===== src/inc/dps_pkg.sv =====
// package for the parallel-input converter front end with power-down
package dps_pkg;
   localparam int unsigned DATA_W         = 12;
   localparam int unsigned DATA_MSB_POS   = 11;
   localparam int unsigned DATA_LSB_POS   = 0;
   localparam logic [11:0] CODE_ZERO      = 12'h000;
   localparam logic [11:0] CODE_FULL      = 12'hfff;
   localparam int unsigned CLK_HZ         = 20000000;
   localparam int unsigned MAX_RATE_MSPS  = 125;
   localparam int unsigned PD_ENTER_NS    = 5000;
   localparam int unsigned PD_EXIT_US     = 3250;
   localparam int unsigned PD_ENTER_CYC   = (PD_ENTER_NS * (CLK_HZ / 1000000)) / 1000;
   localparam int unsigned PD_EXIT_CYC    = PD_EXIT_US * (CLK_HZ / 1000000);
   localparam int unsigned CNT_W          = 17;
   localparam logic [16:0] CNT_ZERO       = 17'h00000;
   localparam logic [16:0] CNT_ONE        = 17'h00001;

   typedef enum logic [1:0] {
      DPS_RUN   = 2'b00,
      DPS_DOWN  = 2'b01,
      DPS_SLEEP = 2'b11,
      DPS_WAKE  = 2'b10
   } dps_state_t;

   typedef struct packed {
      logic [11:0] primary;
      logic [11:0] complement;
   } dps_out_t;
endpackage : dps_pkg


===== src/rtl/dps_core.sv =====
// converter front end: sample latch, complementary outputs, power-down sequencing
// Contract
// - twelve-bit straight binary, top line is msb
// - all ones gives full primary current
// - complement output carries inverse of code
// - latch word on rising clock edge only
// - at most 125 MSPS sample rate
// - power-down high switches output current off
// - pull-down keeps converter enabled when open
// - down under 5 us, up 3.25 ms
`timescale 1ns/10ps
module dps_core
  (
   input  wire logic                       clk_i,
   input  wire logic                       rst_i,
   input  wire logic                       ce_i,
   input  wire logic [dps_pkg::DATA_W-1:0] data_i,
   input  wire logic                       sleep_i,
   input  wire logic                       sleep_driven_i,
   output logic [dps_pkg::DATA_W-1:0]      primary_current_out_o,
   output logic [dps_pkg::DATA_W-1:0]      complement_current_out_o,
   output logic                            output_enabled_o,
   output logic                            ready_o
  );

   // sleep is a pin: synchronise; an undriven pin reads low (pull-down)
   logic                       sl_meta_q;
   logic                       sl_sync_q;
   logic                       sl_raw;
   logic [dps_pkg::DATA_W-1:0] word_q;
   logic [dps_pkg::DATA_W-1:0] word_d;
   dps_pkg::dps_state_t        st_q;
   dps_pkg::dps_state_t        st_d;
   logic [dps_pkg::CNT_W-1:0]  cnt_q;
   logic [dps_pkg::CNT_W-1:0]  cnt_d;
   dps_pkg::dps_out_t          out_q;
   dps_pkg::dps_out_t          out_d;
   logic                       en_q;
   logic                       en_d;
   logic                       rdy_q;
   logic                       rdy_d;
   // the enter count is the promised power-down limit, so it bounds the check below
   localparam int              DOWN_LIMIT = int'(dps_pkg::PD_ENTER_CYC);

   assign sl_raw = sleep_driven_i & sleep_i;

   always_ff @(posedge clk_i)
   begin
      if (rst_i)
      begin
         sl_meta_q <= 1'b0;
         sl_sync_q <= 1'b0;
      end
      else if (ce_i)
      begin
         sl_meta_q <= sl_raw;
         sl_sync_q <= sl_meta_q;
      end
   end

   // data from same-clock source logic; captured on rising edge only
   always_comb
   begin
      word_d = data_i;
   end

   always_comb
   begin
      st_d  = st_q;
      cnt_d = cnt_q;
      case (st_q)
         dps_pkg::DPS_RUN:
         begin
            if (sl_sync_q)
            begin
               st_d  = dps_pkg::DPS_DOWN;
               cnt_d = dps_pkg::CNT_W'(dps_pkg::PD_ENTER_CYC);
            end
         end
         dps_pkg::DPS_DOWN:
         begin
            if (cnt_q > dps_pkg::CNT_ONE)
               cnt_d = cnt_q - dps_pkg::CNT_ONE;
            else
            begin
               cnt_d = dps_pkg::CNT_ZERO;
               st_d  = dps_pkg::DPS_SLEEP;
            end
         end
         dps_pkg::DPS_SLEEP:
         begin
            if (!sl_sync_q)
            begin
               st_d  = dps_pkg::DPS_WAKE;
               cnt_d = dps_pkg::CNT_W'(dps_pkg::PD_EXIT_CYC);
            end
         end
         dps_pkg::DPS_WAKE:
         begin
            if (sl_sync_q)
            begin
               st_d  = dps_pkg::DPS_SLEEP;
               cnt_d = dps_pkg::CNT_ZERO;
            end
            else if (cnt_q > dps_pkg::CNT_ONE)
               cnt_d = cnt_q - dps_pkg::CNT_ONE;
            else
            begin
               cnt_d = dps_pkg::CNT_ZERO;
               st_d  = dps_pkg::DPS_RUN;
            end
         end
         default:
         begin
            st_d  = dps_pkg::DPS_RUN;
            cnt_d = dps_pkg::CNT_ZERO;
         end
      endcase
   end

   // output current is cut as soon as sleep is seen; the slow analog ramp is not modelled
   always_comb
   begin
      en_d  = (st_d == dps_pkg::DPS_RUN) || (st_d == dps_pkg::DPS_WAKE);
      if (sl_sync_q)
         en_d = 1'b0;
      rdy_d = (st_d == dps_pkg::DPS_RUN);
      if (en_d)
      begin
         out_d.primary    = word_q;
         out_d.complement = ~word_q;
      end
      else
      begin
         out_d.primary    = dps_pkg::CODE_ZERO;
         out_d.complement = dps_pkg::CODE_ZERO;
      end
   end

   always_ff @(posedge clk_i)
   begin
      if (rst_i)
      begin
         word_q <= dps_pkg::CODE_ZERO;
         st_q   <= dps_pkg::DPS_RUN;
         cnt_q  <= dps_pkg::CNT_ZERO;
         out_q  <= '0;
         en_q   <= 1'b0;
         rdy_q  <= 1'b0;
      end
      else if (ce_i)
      begin
         word_q <= word_d;
         st_q   <= st_d;
         cnt_q  <= cnt_d;
         out_q  <= out_d;
         en_q   <= en_d;
         rdy_q  <= rdy_d;
      end
   end

   assign primary_current_out_o    = out_q.primary;
   assign complement_current_out_o = out_q.complement;
   assign output_enabled_o         = en_q;
   assign ready_o                  = rdy_q;
endmodule // dps_core


===== config.mk =====
export PLATFORM = sky130hd
export DESIGN_NAME = dps_core
export DESIGN_NICKNAME = d
export VERILOG_FILES = /design/src/inc/dps_pkg.sv /design/src/rtl/dps_core.sv
export SDC_FILE = /design/constraint.sdc
export NUM_CORES = 1
export LEC_CHECK = 0
export ABC_AREA = 1
export BUFFER_PORTS_ARGS = -buffer_cell sky130_fd_sc_hd__clkbuf_2
export CAP_MARGIN = 20
export CORE_ASPECT_RATIO = 0.75
export CORE_MARGIN = 4
export CORE_UTILIZATION = 56
export DETAILED_ROUTE_END_ITERATION = 10
export HOLD_SLACK_MARGIN = 0.06
export PLACE_DENSITY = 0.79
export SLEW_MARGIN = 25
export SYNTH_ARGS = -nofsm -noshare
export SYNTH_HDL_FRONTEND = slang
export SYNTH_SLANG_ARGS = --single-unit

===== constraint.sdc =====
create_clock -name clk_i -period 3.9 [get_ports clk_i]
set_input_delay 0.195 -clock clk_i [delete_from_list [all_inputs] [get_ports clk_i]]
set_output_delay 0.195 -clock clk_i [all_outputs]
set_load 0.1 [all_outputs]

==> results of run 1 <==
## synth_stat cells
library cell | instances | area share [%]
a211oi_1 | 1 | 0.29
a21oi_1 | 55 | 11
a31oi_1 | 1 | 0.24
buf_2 | 2 | 0.38
buf_4 | 1 | 0.29
buf_6 | 1 | 0.43
clkbuf_1 | 11 | 1.6
clkinv_1 | 2 | 0.29
dfxtp_1 | 59 | 45
ha_1 | 2 | 0.96
inv_1 | 34 | 4.9
inv_2 | 2 | 0.29
inv_4 | 1 | 0.24
nand2_1 | 111 | 16
nand2_2 | 1 | 0.24
nand3_1 | 13 | 2.5
nand3_2 | 1 | 0.38
nor2_1 | 28 | 4.0
nor2_2 | 3 | 0.72
nor2_4 | 1 | 0.43
nor3_1 | 3 | 0.57
o211a_1 | 1 | 0.38
o211ai_1 | 1 | 0.29
o21a_1 | 1 | 0.29
o21ai_0 | 29 | 5.6
o21ai_1 | 1 | 0.19
o21ai_2 | 1 | 0.34
o21ai_4 | 1 | 0.62
o21bai_1 | 1 | 0.29
xnor2_1 | 3 | 1.0
xor2_1 | 2 | 0.67
## metal layers
layer / vias to the layer above / routed length (um) / global-route usage (%)
met5: - / 0 / 0
met4: 0 / 38 / 5.642
met3: 8 / 445 / 7.805
met2: 89 / 2646 / 33.05
met1: 1119 / 2753 / 28.81
li1: 1274 / - / -
## critical path, cell delays in order (launching register included)
cell and delay (ns):
dfxtp_1 0.32, inv_1 0.13, ha_1 0.21, nand2_1 0.16, nor2_1 0.29, nand2_1 0.10
nand2_1 0.06, nand3_1 0.06, o21bai_1 0.14, nand2_1 0.07, a21oi_1 0.12
## worst paths after layout
kind / endpoint / from / slack [ns] / cells past startpoint
worst max-delay path: cnt_q[14] / cnt_q[0] / 2.16 / 10
worst max register to register: cnt_q[14] / cnt_q[0] / 2.16 / 10
worst min register to register: primary_current_out_o[7] / word_q[7] / 0.45 / 2
worst min-delay path: sl_meta_q / sleep_i / 0.13 / 3
## sequential cells by signal, summed over array words and instances (netlist names)
register                  count
cnt_q                        17
complement_current_out_o     12
primary_current_out_o        12
word_q                       12
st_q                          2
output_enabled_o              1
ready_o                       1
sl_meta_q                     1
sl_sync_q                     1
## cells in the final DEF (no fill, tap or decap), types with 10 or more instances in the layout
master / n
a21oi_1: 55
clkbuf_2: 42
clkbuf_8: 10
dfxtp_1: 59
inv_1: 34
nand2_1: 111
nand3_1: 13
nor2_1: 28
o21ai_0: 29
## report_power, final
part           switching, uW  internal (uW)
logic                    341            117
registers               32.1            646
clock network            237            240
## kinds of logic (layout without fill, tap and decap cells)
family	Yosys count	after routing	synth area share, %
AOI/OAI and AO/OA	93	93	19.00
xor gates and xnor gates	5	5	1.676
adders and majority gates	2	2	0.9572
buffers and inverters	54	97	8.378
DFF	59	59	45.19
and+or+nand+nor	161	161	24.80
## layout make-up
cell class                 instances  area (sq um)  area share (%)
multi-input combinational        261          1214           40.45
sequential                        59          1181           39.37
timing repair buffer              43         217.7           7.256
inverter                          39         148.9           4.962
clock buffer                      10         137.6           4.587
tap                               57         71.32           2.377
clock inverter                     5         30.03           1.001
## metrics by stage
step,cell area (sq um),std cells,total power (uW),hold slack [ns],utilization [%]
6_report,3000,474,1614,0.1264,66.78
5_1_grt,3000,474,1708,0.1602,66.78
4_1_cts,3000,474,1614,0.1200,66.78
3_5_place_dp,2833,459,1142,0.4560,63.05
3_3_place_gp,2833,459,1133,0.4464,63.05
2_1_floorplan,2614,374,1059,0.3461,-
==> summary.md, run 1 <==
| Metric | Value |
|---|---|
| PD cells | 537.9 nW/um^2 |
| Yosys reg bits | 59 |
| Share of cells above drive strength 1 | 16.55% |
| Vias in the first global route | ~2200 |
| CP max FO | 5 |
| WS Path Type | reg2reg |
| Final net count | about 430 |
| CTS tree | built |
| Run status | finished, final reports clean |
| GR Util All Layers | roughly 22% |
| Element type at the critical path end | register |
| Setup crit start kind | register |
| Period utilization | 44.63% |
| Post-route setup slack | 2.159 ns |
| Post-CTS sizing | 0 |
| Maxcap violations | 0 |
| Slew headroom | 49.90% |
| Die span in x | 86.89 um |
| Critical Path AT | 1.99 ns |
| Antenna violations before repair | 0 |
| Worst-path clk slew | about 0.070 ns |
| WL per Instance | about 12 um |
| Starting Density | 58.17% |
| CTS Buf Count | 9 |
| P_leak | 0.001357 uW |
| Pin count of the biggest net entering global routing | 47 |
| Placer congestion estimate | between 0.9 and 1 |
| Post-Syn Nets | 393 |
| Pre-CTS setup slack | 2.227 ns |
| Layout Skew | 0.01210 ns |
| F_max | 574.5 MHz |
| Clock root buffer | clkbuf_8 |
| Core area | 4493 sq um |
| Slew Limit Fails | 0 |
| RSZ-0062 raised after global routing | no |
| Setup bufs post-CTS | 0 |
| Setup-failing EPs final | 0 |
| Die H | about 67 um |
| Clock sink total | between 50 and 60 |
| Worst Max-Slew Pin Slew | 0.7515 ns |
| Final wirelength | 5883 um |
| Via/cell ratio | 5.253 |
| Drt pass-1 iters | 5 |
| DRC violations left | 0 |
| Hold Path Class | in2reg |
| Row cnt | 21 |
| Syn_area_per_cell | about 7.0 sq um |
| Yosys warnings | 0 |
| Crit path time final | 1.741 ns |
| Drt initial violations | 165 |
| CTS Hold Buffers Added | 0 |
| Number of routed nets with antenna violations | 0 |
| Area Overhead vs Synth | 14.79% |
| Diodes inserted | 0 |
| Peak supply drop | 0.3154 mV |
| Via count | 2490 |
| Max Buffers Root-to-Sink | 2 |
| IO Pins | 43 |
| H-tree levels | 3 |
| Die Area | 5836 sq um |
| Mapped Area | 2614 sq um |
| Yosys cell types | 31 |
| Port bufs | 42 |
| Clk_lat worst skew | 0.34 ns |
| HPWL Detailed | around 4100 um |
| Final hold vios | 0 |
| Critical Path RT | 4.15 ns |
| Setup TNS | 0 ns |
| Post-synthesis cell count | about 370 |
| Post-synthesis sequential area ratio | a little under half |
| Overflow after GRT | 0 |
| # fillers | 406 |
| First-pass GRT wire length | 9922 um |
(Power assumes the default switching activity.)
==> inputs of run 2 (changes only) <==
CORE_UTILIZATION = 50   (was 56)
PLACE_DENSITY = 0.75   (was 0.79)
clock period = 1.45 ns   (was 3.9 ns; I/O delays follow)
==> summary.md, run 2 (synthesis results as in run 1) <==
| Metric | Value |
|---|---|
| Run status | finished, violations left (was finished, final reports clean) |
| Failing checks | negative setup slack |
| Reg2Reg Launch Point | cnt_q[2] (was cnt_q[0]) |
| Hold Startpoint | ce_i (was sleep_i) |
| Pin count of the biggest net entering global routing | 46 (was 47) |
| Peak supply drop | 0.9641 mV (was 0.3154 mV) |
| Endpoint of the worst register-to-register path | cnt_q[7] (was cnt_q[14]) |
| Slew Limit Fails | 0 (unchanged) |
| RSZ-0062 raised after global routing | yes (was no) |
| Sequential share of power | 36.1% (was 42.0%) |
| Row cnt | 22 (was 21) |
| CP Cell Sequence | nor2_2 > nand3_2 > nor2_2 > nand2_2 > buf_4 > nand3_4 > o21ai_1 > nand2_1 > a21oi_1 (was inv_1 > ha_1 > nand2_1 > nor2_1 > nand2_1 > nand2_1 > nand3_1 > o21bai_1 > nand2_1 > a21oi_1) |
| Largest reg by FF count | cnt_q (unchanged) |
| Slew headroom | 61.93% (was 49.90%) |
| Clock sink total | 59 (unchanged) |
| Clock root buffer | clkbuf_8 (unchanged) |
| Share of cells above drive strength 1 | 32.76% (was 16.55%) |
| Proportion of power drawn by the clock network | 29.7% (was 29.6%) |
| Sw Ratio | 37.86% (was 37.85%) |
| Drt initial violations | 319 (was 165) |
| Starting Density | 52.46% (was 58.17%) |
| Slowest stage cell, crit path | dfxtp_2 (was dfxtp_1) |
| CTS tree | built (unchanged) |
| Placer congestion estimate | 0.9244 (was 0.9171) |
| R2R Setup Slk | -0.11 ns (was 2.16 ns) |
| Via count | 2827 (was 2490) |
| GR Util All Layers | 20.92% (was 21.54%) |
| First-pass GRT wire length | 10720 um (was 9922 um) |
| Hold Path Class | in2reg (unchanged) |
| Setup crit start kind | register (unchanged) |
| Vias in the first global route | 2334 (was 2234) |
| Max Buffers Root-to-Sink | 2 (unchanged) |
| H-tree levels | 3 (unchanged) |
| Max reg flops | 17 (unchanged) |
| Clk_lat worst skew | 0.34 ns (about the same) |
| Crit path time final | 1.556 ns (was 1.741 ns) |
| Element type at the critical path end | register (unchanged) |
| Drt pass-1 iters | 5 (unchanged) |
| Leading cell types in the layout, fill and taps excluded | nand2_1, a21oi_1, dfxtp_1 (was nand2_1, dfxtp_1, a21oi_1) |
| Final hold vios | 0 (unchanged) |
| Diodes inserted | 0 (unchanged) |
| Number of routed nets with antenna violations | 0 (unchanged) |
| IO Pins | 43 (unchanged) |
| Overflow after GRT | 0 (unchanged) |
| Post-route setup slack | -0.1060 ns (was 2.159 ns) |
| Hold Path Cell Cnt | 3 (unchanged) |
| Die H | 70.62 um (was 67.17 um) |
| Worst Max-Slew Pin Slew | 0.5735 ns (was 0.7515 ns) |
| Worst-path clk slew | 0.07 ns (about the same) |
| Antenna violations before repair | 0 (unchanged) |
| Final wirelength | 7840 um (was 5883 um) |
| Pre-CTS setup slack | -0.09924 ns (was 2.227 ns) |
| CTS Buf Count | 9 (unchanged) |
| CP max stage delay | 0.36 ns (was 0.32 ns) |
| Period utilization | 107.3% (was 44.63%) |
| WHS | 0.08890 ns (was 0.1264 ns) |
| Die span in x | 91.49 um (was 86.89 um) |
| Area Overhead vs Synth | 40.55% (was 14.79%) |
| Final net count | 478 (was 432) |
| Worst hold endpoint | st_q[1] (was sl_meta_q) |
| DRC violations left | 0 (unchanged) |
| P_leak | 0.001637 uW (was 0.001357 uW) |
| CP max FO | 7 (was 5) |
| PD cells | 1394 nW/um^2 (was 537.9 nW/um^2) |
| Most common cell after layout, fill and taps aside | nand2_1 (unchanged) |
| Combinational share of power | 34.2% (was 28.4%) |
| HPWL Detailed | 4329 um (was 4115 um) |
| Layout Skew | 0.008212 ns (was 0.01210 ns) |
| Maxcap violations | 0 (unchanged) |
| Setup TNS | -0.7966 ns (was 0 ns) |
| Critical Path RT | 1.65 ns (was 4.15 ns) |
| WS Path Type | reg2reg (unchanged) |
| Crit-path most repeated cell | nor2_2 (was nand2_1) |
| Port bufs | 42 (unchanged) |
| Core area | 4982 sq um (was 4493 sq um) |
| Setup-failing EPs final | 9 (was 0) |
| Die Area | 6460 sq um (was 5836 sq um) |
| R2R cell count | 9 (was 10) |
| Psw | 1939 uW (was 610.9 uW) |
| Via/cell ratio | 5.274 (was 5.253) |
| Critical Path AT | 1.76 ns (was 1.99 ns) |
| Total power | 5121 uW (was 1614 uW) |
| Internal Pwr Total | 3182 uW (was 1003 uW) |
| WL per Instance | 14.63 um (was 12.41 um) |
| F_max | 642.7 MHz (was 574.5 MHz) |
[run 2: cell count changes in the layout (fill, tap and decap cells not counted), sizes merged]
cell	delta
dlygate4sd3	+14
clkinv	+1
bufinv	+1
buf	+32
clkinvlp	-1
[run 2: worst max-delay path, delay by kind of cell, from the launching register on]
family	cells	cell delay, ns
AO/OA/AOI/OAI	2	0.14
buffers and inverters	1	0.17
flip-flops	1	0.36
AND/OR/NAND/NOR	6	0.76
[run 2: worst max path at each step]
stage,from,to,slack (ns),cells after the start
3_3_place_gp,cnt_q[0],cnt_q[14],-0.05,10
4_1_cts,cnt_q[2],cnt_q[1],-0.01,9
3_5_place_dp,cnt_q[0],cnt_q[14],-0.1,10
5_1_grt,cnt_q[2],cnt_q[13],-0.18,10
2_1_floorplan,cnt_q[0],cnt_q[14],0.05,10
6_report,cnt_q[2],cnt_q[7],-0.11,9
[run 2: layout make-up]
| type | count | area, sq um |
|---|---|---|
| sequential | 59 | 1207 |
| multi-input combinational | 261 | 1405 |
| clock buffer | 10 | 137.6 |
| fill | 338 | 1309 |
| inverter | 39 | 153.9 |
| timing repair buffer | 89 | 614.3 |
| tap | 72 | 90.09 |
| clock inverter | 6 | 65.06 |
[run 2: timing repair]
item | CTS | global route
pin swaps | 10 | 15
setup buffers | 6 | 1
endpoints found under the setup margin | 12 | 19
resized for setup | 20 | 58
gates cloned | 0 | 0
hold buffers | 14 | 0
endpoints found under the hold margin | 13 | 0
[run 2: layer usage]
layer	wire (um)	vias up	track usage [%]
met1	3394	1309	28.30
li1	-	1374	-
met3	519	25	5.845
met5	0	-	0
met2	3721	119	32.39
met4	204	0	7.023
[run 2: power groups by stage]
| stage | combinational, uW | sequential (uW) | clock [uW] |
|---|---|---|---|
| 6_report | 1750 | 1850 | 1520 |
| 5_1_grt | 1870 | 1860 | 1600 |
| 4_1_cts | 1540 | 1820 | 1530 |
| 3_5_place_dp | 1360 | 1850 | 0 |
| 3_3_place_gp | 1350 | 1850 | 0 |
| 2_1_floorplan | 686 | 2160 | 0 |
[run 2: metrics by stage]
step,cells,instance area (sq um),utilization (%)
after detailed placement,499,3052,61.25
final,536,3674,73.73
after global routing,536,3674,73.73
after floorplan,374,2614,-
after CTS,535,3497,70.19
after global placement,499,3052,61.25
==> inputs of run 3 (changes only) <==
ABC_AREA = not set   (was 1)
==> summary.md, run 3 <==
| Metric | Value |
|---|---|
| Top FF cell, synth | dfxtp_1 (unchanged) |
| Largest cells by area after synthesis | dfxtp_1, nor2_1, a21oi_1 (was dfxtp_1, nand2_1, a21oi_1) |
| F_max | 519.6 MHz (was 642.7 MHz) |
| Synth top cells by count | nor2_1, dfxtp_1, a21oi_1, nand2_1, clkbuf_1 (was nand2_1, dfxtp_1, a21oi_1, inv_1, o21ai_0) |
| Yosys warnings | 0 (unchanged) |
| Die H | 70.75 um (was 70.62 um) |
| CTS tree | built (unchanged) |
| R2R cell count | 6 (was 9) |
| Setup crit start kind | register (unchanged) |
| Number of routed nets with antenna violations | 0 (unchanged) |
| Placed cell area | 3239 sq um (was 3052 sq um) |
| Yosys cell types | 47 (was 31) |
| R2R Setup Slk | -0.47 ns (was -0.11 ns) |
| Layout Skew | 0.006717 ns (was 0.008212 ns) |
| Drt initial violations | 298 (was 319) |
| Diodes inserted | 0 (unchanged) |
| Hold Path Cell Cnt | 3 (unchanged) |
| Clock sink total | 59 (unchanged) |
| Max Buffers Root-to-Sink | 2 (unchanged) |
| P_leak | 0.001618 uW (was 0.001637 uW) |
| Most common cell in the netlist | nor2_1 (was nand2_1) |
| Final cell area excluding filler cells | 3714 sq um (was 3674 sq um) |
| WS Path Type | reg2reg (unchanged) |
| Post-synthesis cell count | 313 (was 374) |
| GR Util All Layers | 24.43% (was 20.92%) |
| CP Cell Sequence | or4_4 > nor4_4 > buf_4 > nand2_2 > a211o_1 > a21oi_2 (was nor2_2 > nand3_2 > nor2_2 > nand2_2 > buf_4 > nand3_4 > o21ai_1 > nand2_1 > a21oi_1) |
| Worst Max-Slew Pin Slew | 0.5626 ns (was 0.5735 ns) |
| Post-synth EDFFs | 0 (unchanged) |
| Pin count of the biggest net entering global routing | 60 (was 46) |
| Worst hold endpoint | st_q[1] (unchanged) |
| Worst-path clk slew | 0.07 ns (about the same) |
| Setup TNS | -7.365 ns (was -0.7966 ns) |
| Drt pass-1 iters | 8 (was 5) |
| Critical Path RT | 1.73 ns (was 1.65 ns) |
| IO Pins | 43 (unchanged) |
| Vias in the first global route | 2654 (was 2334) |
| Max reg flops | 17 (unchanged) |
| Dominant cell type by area after synthesis | dfxtp_1 (unchanged) |
| Antenna violations before repair | 0 (unchanged) |
| Die span in x | 91.67 um (was 91.49 um) |
| Hold Startpoint | ce_i (unchanged) |
| First-pass GRT wire length | 12650 um (was 10720 um) |
| Post-Syn Nets | 332 (was 393) |
| H-tree levels | 3 (unchanged) |
| Endpoint of the worst register-to-register path | ready_o (was cnt_q[7]) |
| Post-synthesis sequential area ratio | 45.00% (was 45.19%) |
| Slew headroom | 62.65% (was 61.93%) |
| CTS Buf Count | 9 (unchanged) |
| PD cells | 1171 nW/um^2 (was 1394 nW/um^2) |
| Post-synth top area share | 45.00% (was 45.19%) |
| CP max FO | 5 (was 7) |
| Most common cell after layout, fill and taps aside | nor2_1 (was nand2_1) |
| Element type at the critical path end | register (unchanged) |
| Share of cells above drive strength 1 | 33.89% (was 32.76%) |
| Failing checks | negative setup slack (unchanged) |
| Core area | 4982 sq um (unchanged) |
| # fillers | 348 (was 338) |
| WL per Instance | 16.12 um (was 14.63 um) |
| Ys async rst share | 0% (unchanged) |
| CP max stage delay | 0.57 ns (was 0.36 ns) |
| DRC violations left | 0 (unchanged) |
| Row cnt | 22 (unchanged) |
| Final hold vios | 0 (unchanged) |
| Syn_area_per_cell | 8.387 sq um (was 6.989 sq um) |
| Reg2Reg Launch Point | cnt_q[10] (was cnt_q[2]) |
| Final wirelength | 7965 um (was 7840 um) |
| Via/cell ratio | 5.686 (was 5.274) |
| Largest reg by FF count | cnt_q (unchanged) |
| Maxcap violations | 0 (unchanged) |
| Peak supply drop | 0.7408 mV (was 0.9641 mV) |
| Overflow after GRT | 0 (unchanged) |
| HPWL Detailed | 4822 um (was 4329 um) |
| Post-route setup slack | -0.4745 ns (was -0.1060 ns) |
| Final net count | 436 (was 478) |
| Die Area | 6485 sq um (was 6460 sq um) |
| Slew Limit Fails | 0 (unchanged) |
| Leading cell types in the layout, fill and taps excluded | nor2_1, dfxtp_1, buf_4 (was nand2_1, a21oi_1, dfxtp_1) |
| Setup-failing EPs final | 19 (was 9) |
| Area Overhead vs Synth | 41.47% (was 40.55%) |
| Hold Path Class | in2reg (unchanged) |
| Critical Path AT | 2.20 ns (was 1.76 ns) |
| Placer congestion estimate | 0.9434 (was 0.9244) |
| Clk_lat worst skew | 0.35 ns (was 0.34 ns) |
| Port bufs | 42 (unchanged) |
| Yosys reg bits | 59 (unchanged) |
| Run status | finished, violations left (unchanged) |
| RSZ-0062 raised after global routing | yes (unchanged) |
| Crit path time final | 1.924 ns (was 1.556 ns) |
| Mapped Area | 2625 sq um (was 2614 sq um) |
| Slowest stage cell, crit path | or4_4 (was dfxtp_2) |
| Period utilization | 132.7% (was 107.3%) |
| Via count | 2809 (was 2827) |
| Clock root buffer | clkbuf_8 (unchanged) |
| Starting Density | 52.69% (was 52.46%) |
## run 3: cell count changes after synthesis, moves of 4 or more
cell      change
a21oi_1      -22
a222oi_1      +5
a22oi_1      +14
a311oi_1      +4
clkbuf_1      +5
inv_1        -30
mux2i_1      +13
nand2_1      -92
nand3_1       -4
nand4_1       +4
nor2_1       +39
nor3_1        +9
o21ai_0      -22
## run 3: power breakdown
group,internal [uW],switching (uW),total [uW],leakage [uW]
clock network,792,676,1470,0.0000885
registers,1700,53.9,1750,0.000486
logic,404,726,1130,0.00104
total,2890,1460,4350,0.00162
## run 3: timing repair
item,in CTS,in global routing
setup buffers,2,2
endpoints found under the setup margin,19,40
gates cloned,0,1
pin swaps,7,11
hold buffers,14,0
endpoints found under the hold margin,13,0
resized for setup,14,19
## run 3: worst max path at each step
stage / startpoint / end / slack [ns] / cells past startpoint
after global placement: cnt_q[0] / cnt_q[14] / -0.40 / 8
after global routing: cnt_q[10] / ready_o / -0.52 / 6
after floorplan: cnt_q[10] / cnt_q[14] / -0.50 / 7
after CTS: cnt_q[15] / ready_o / -0.43 / 6
final: cnt_q[10] / ready_o / -0.47 / 6
after detailed placement: cnt_q[0] / cnt_q[12] / -0.49 / 8
## run 3: final cells by class
class	count	area [sq um]	area share [%]
Tap cell	72	90.09	2.426
Sequential cell	59	1189	32.01
Multi-Input combinational cell	227	1401	37.74
Timing Repair Buffer	115	820.8	22.10
Clock buffer	10	127.6	3.437
Clock inverter	6	66.31	1.786
Inverter	5	18.77	0.5054
## run 3: logic make-up after synthesis
logic type,Yosys count,synth area share (%)
buffers and inverters,27,4.909
adders and majority gates,2,0.9531
xor gates and xnor gates,7,2.336
muxes,13,4.957
DFF,59,45.00
AOI/OAI and AO/OA,75,18.68
and+or+nand+nor,130,23.17
## run 3: routing by layer
metal | share of wire [%] | global-route usage (%) | vias to the layer above
met4 | 1.9 | 6.522 | 0
li1 | - | - | 1327
met5 | 0 | 0 | -
met3 | 10 | 8.820 | 20
met2 | 47 | 40.81 | 137
met1 | 41 | 29.99 | 1325
## run 3: per-stage QoR
step	utilization (%)	cells	total power (uW)	setup slack (ns)	hold WS, ns
2_1_floorplan	-	313	2484	-0.5023	0.2201
3_3_place_gp	65.02	459	2764	-0.4002	0.3110
3_5_place_dp	65.02	459	2787	-0.4929	0.3156
4_1_cts	73.03	491	4299	-0.4315	0.09758
5_1_grt	74.54	494	4518	-0.5225	0.1555
6_report	74.54	494	4349	-0.4745	0.1421
## run 3: critical path: cells and delay by family (launching register included)
| family | cells | cell delay, ns |
|---|---|---|
| AO/OA/AOI/OAI | 2 | 0.39 |
| buffers and inverters | 1 | 0.22 |
| flip-flops | 1 | 0.31 |
| AND/OR/NAND/NOR | 3 | 0.93 |
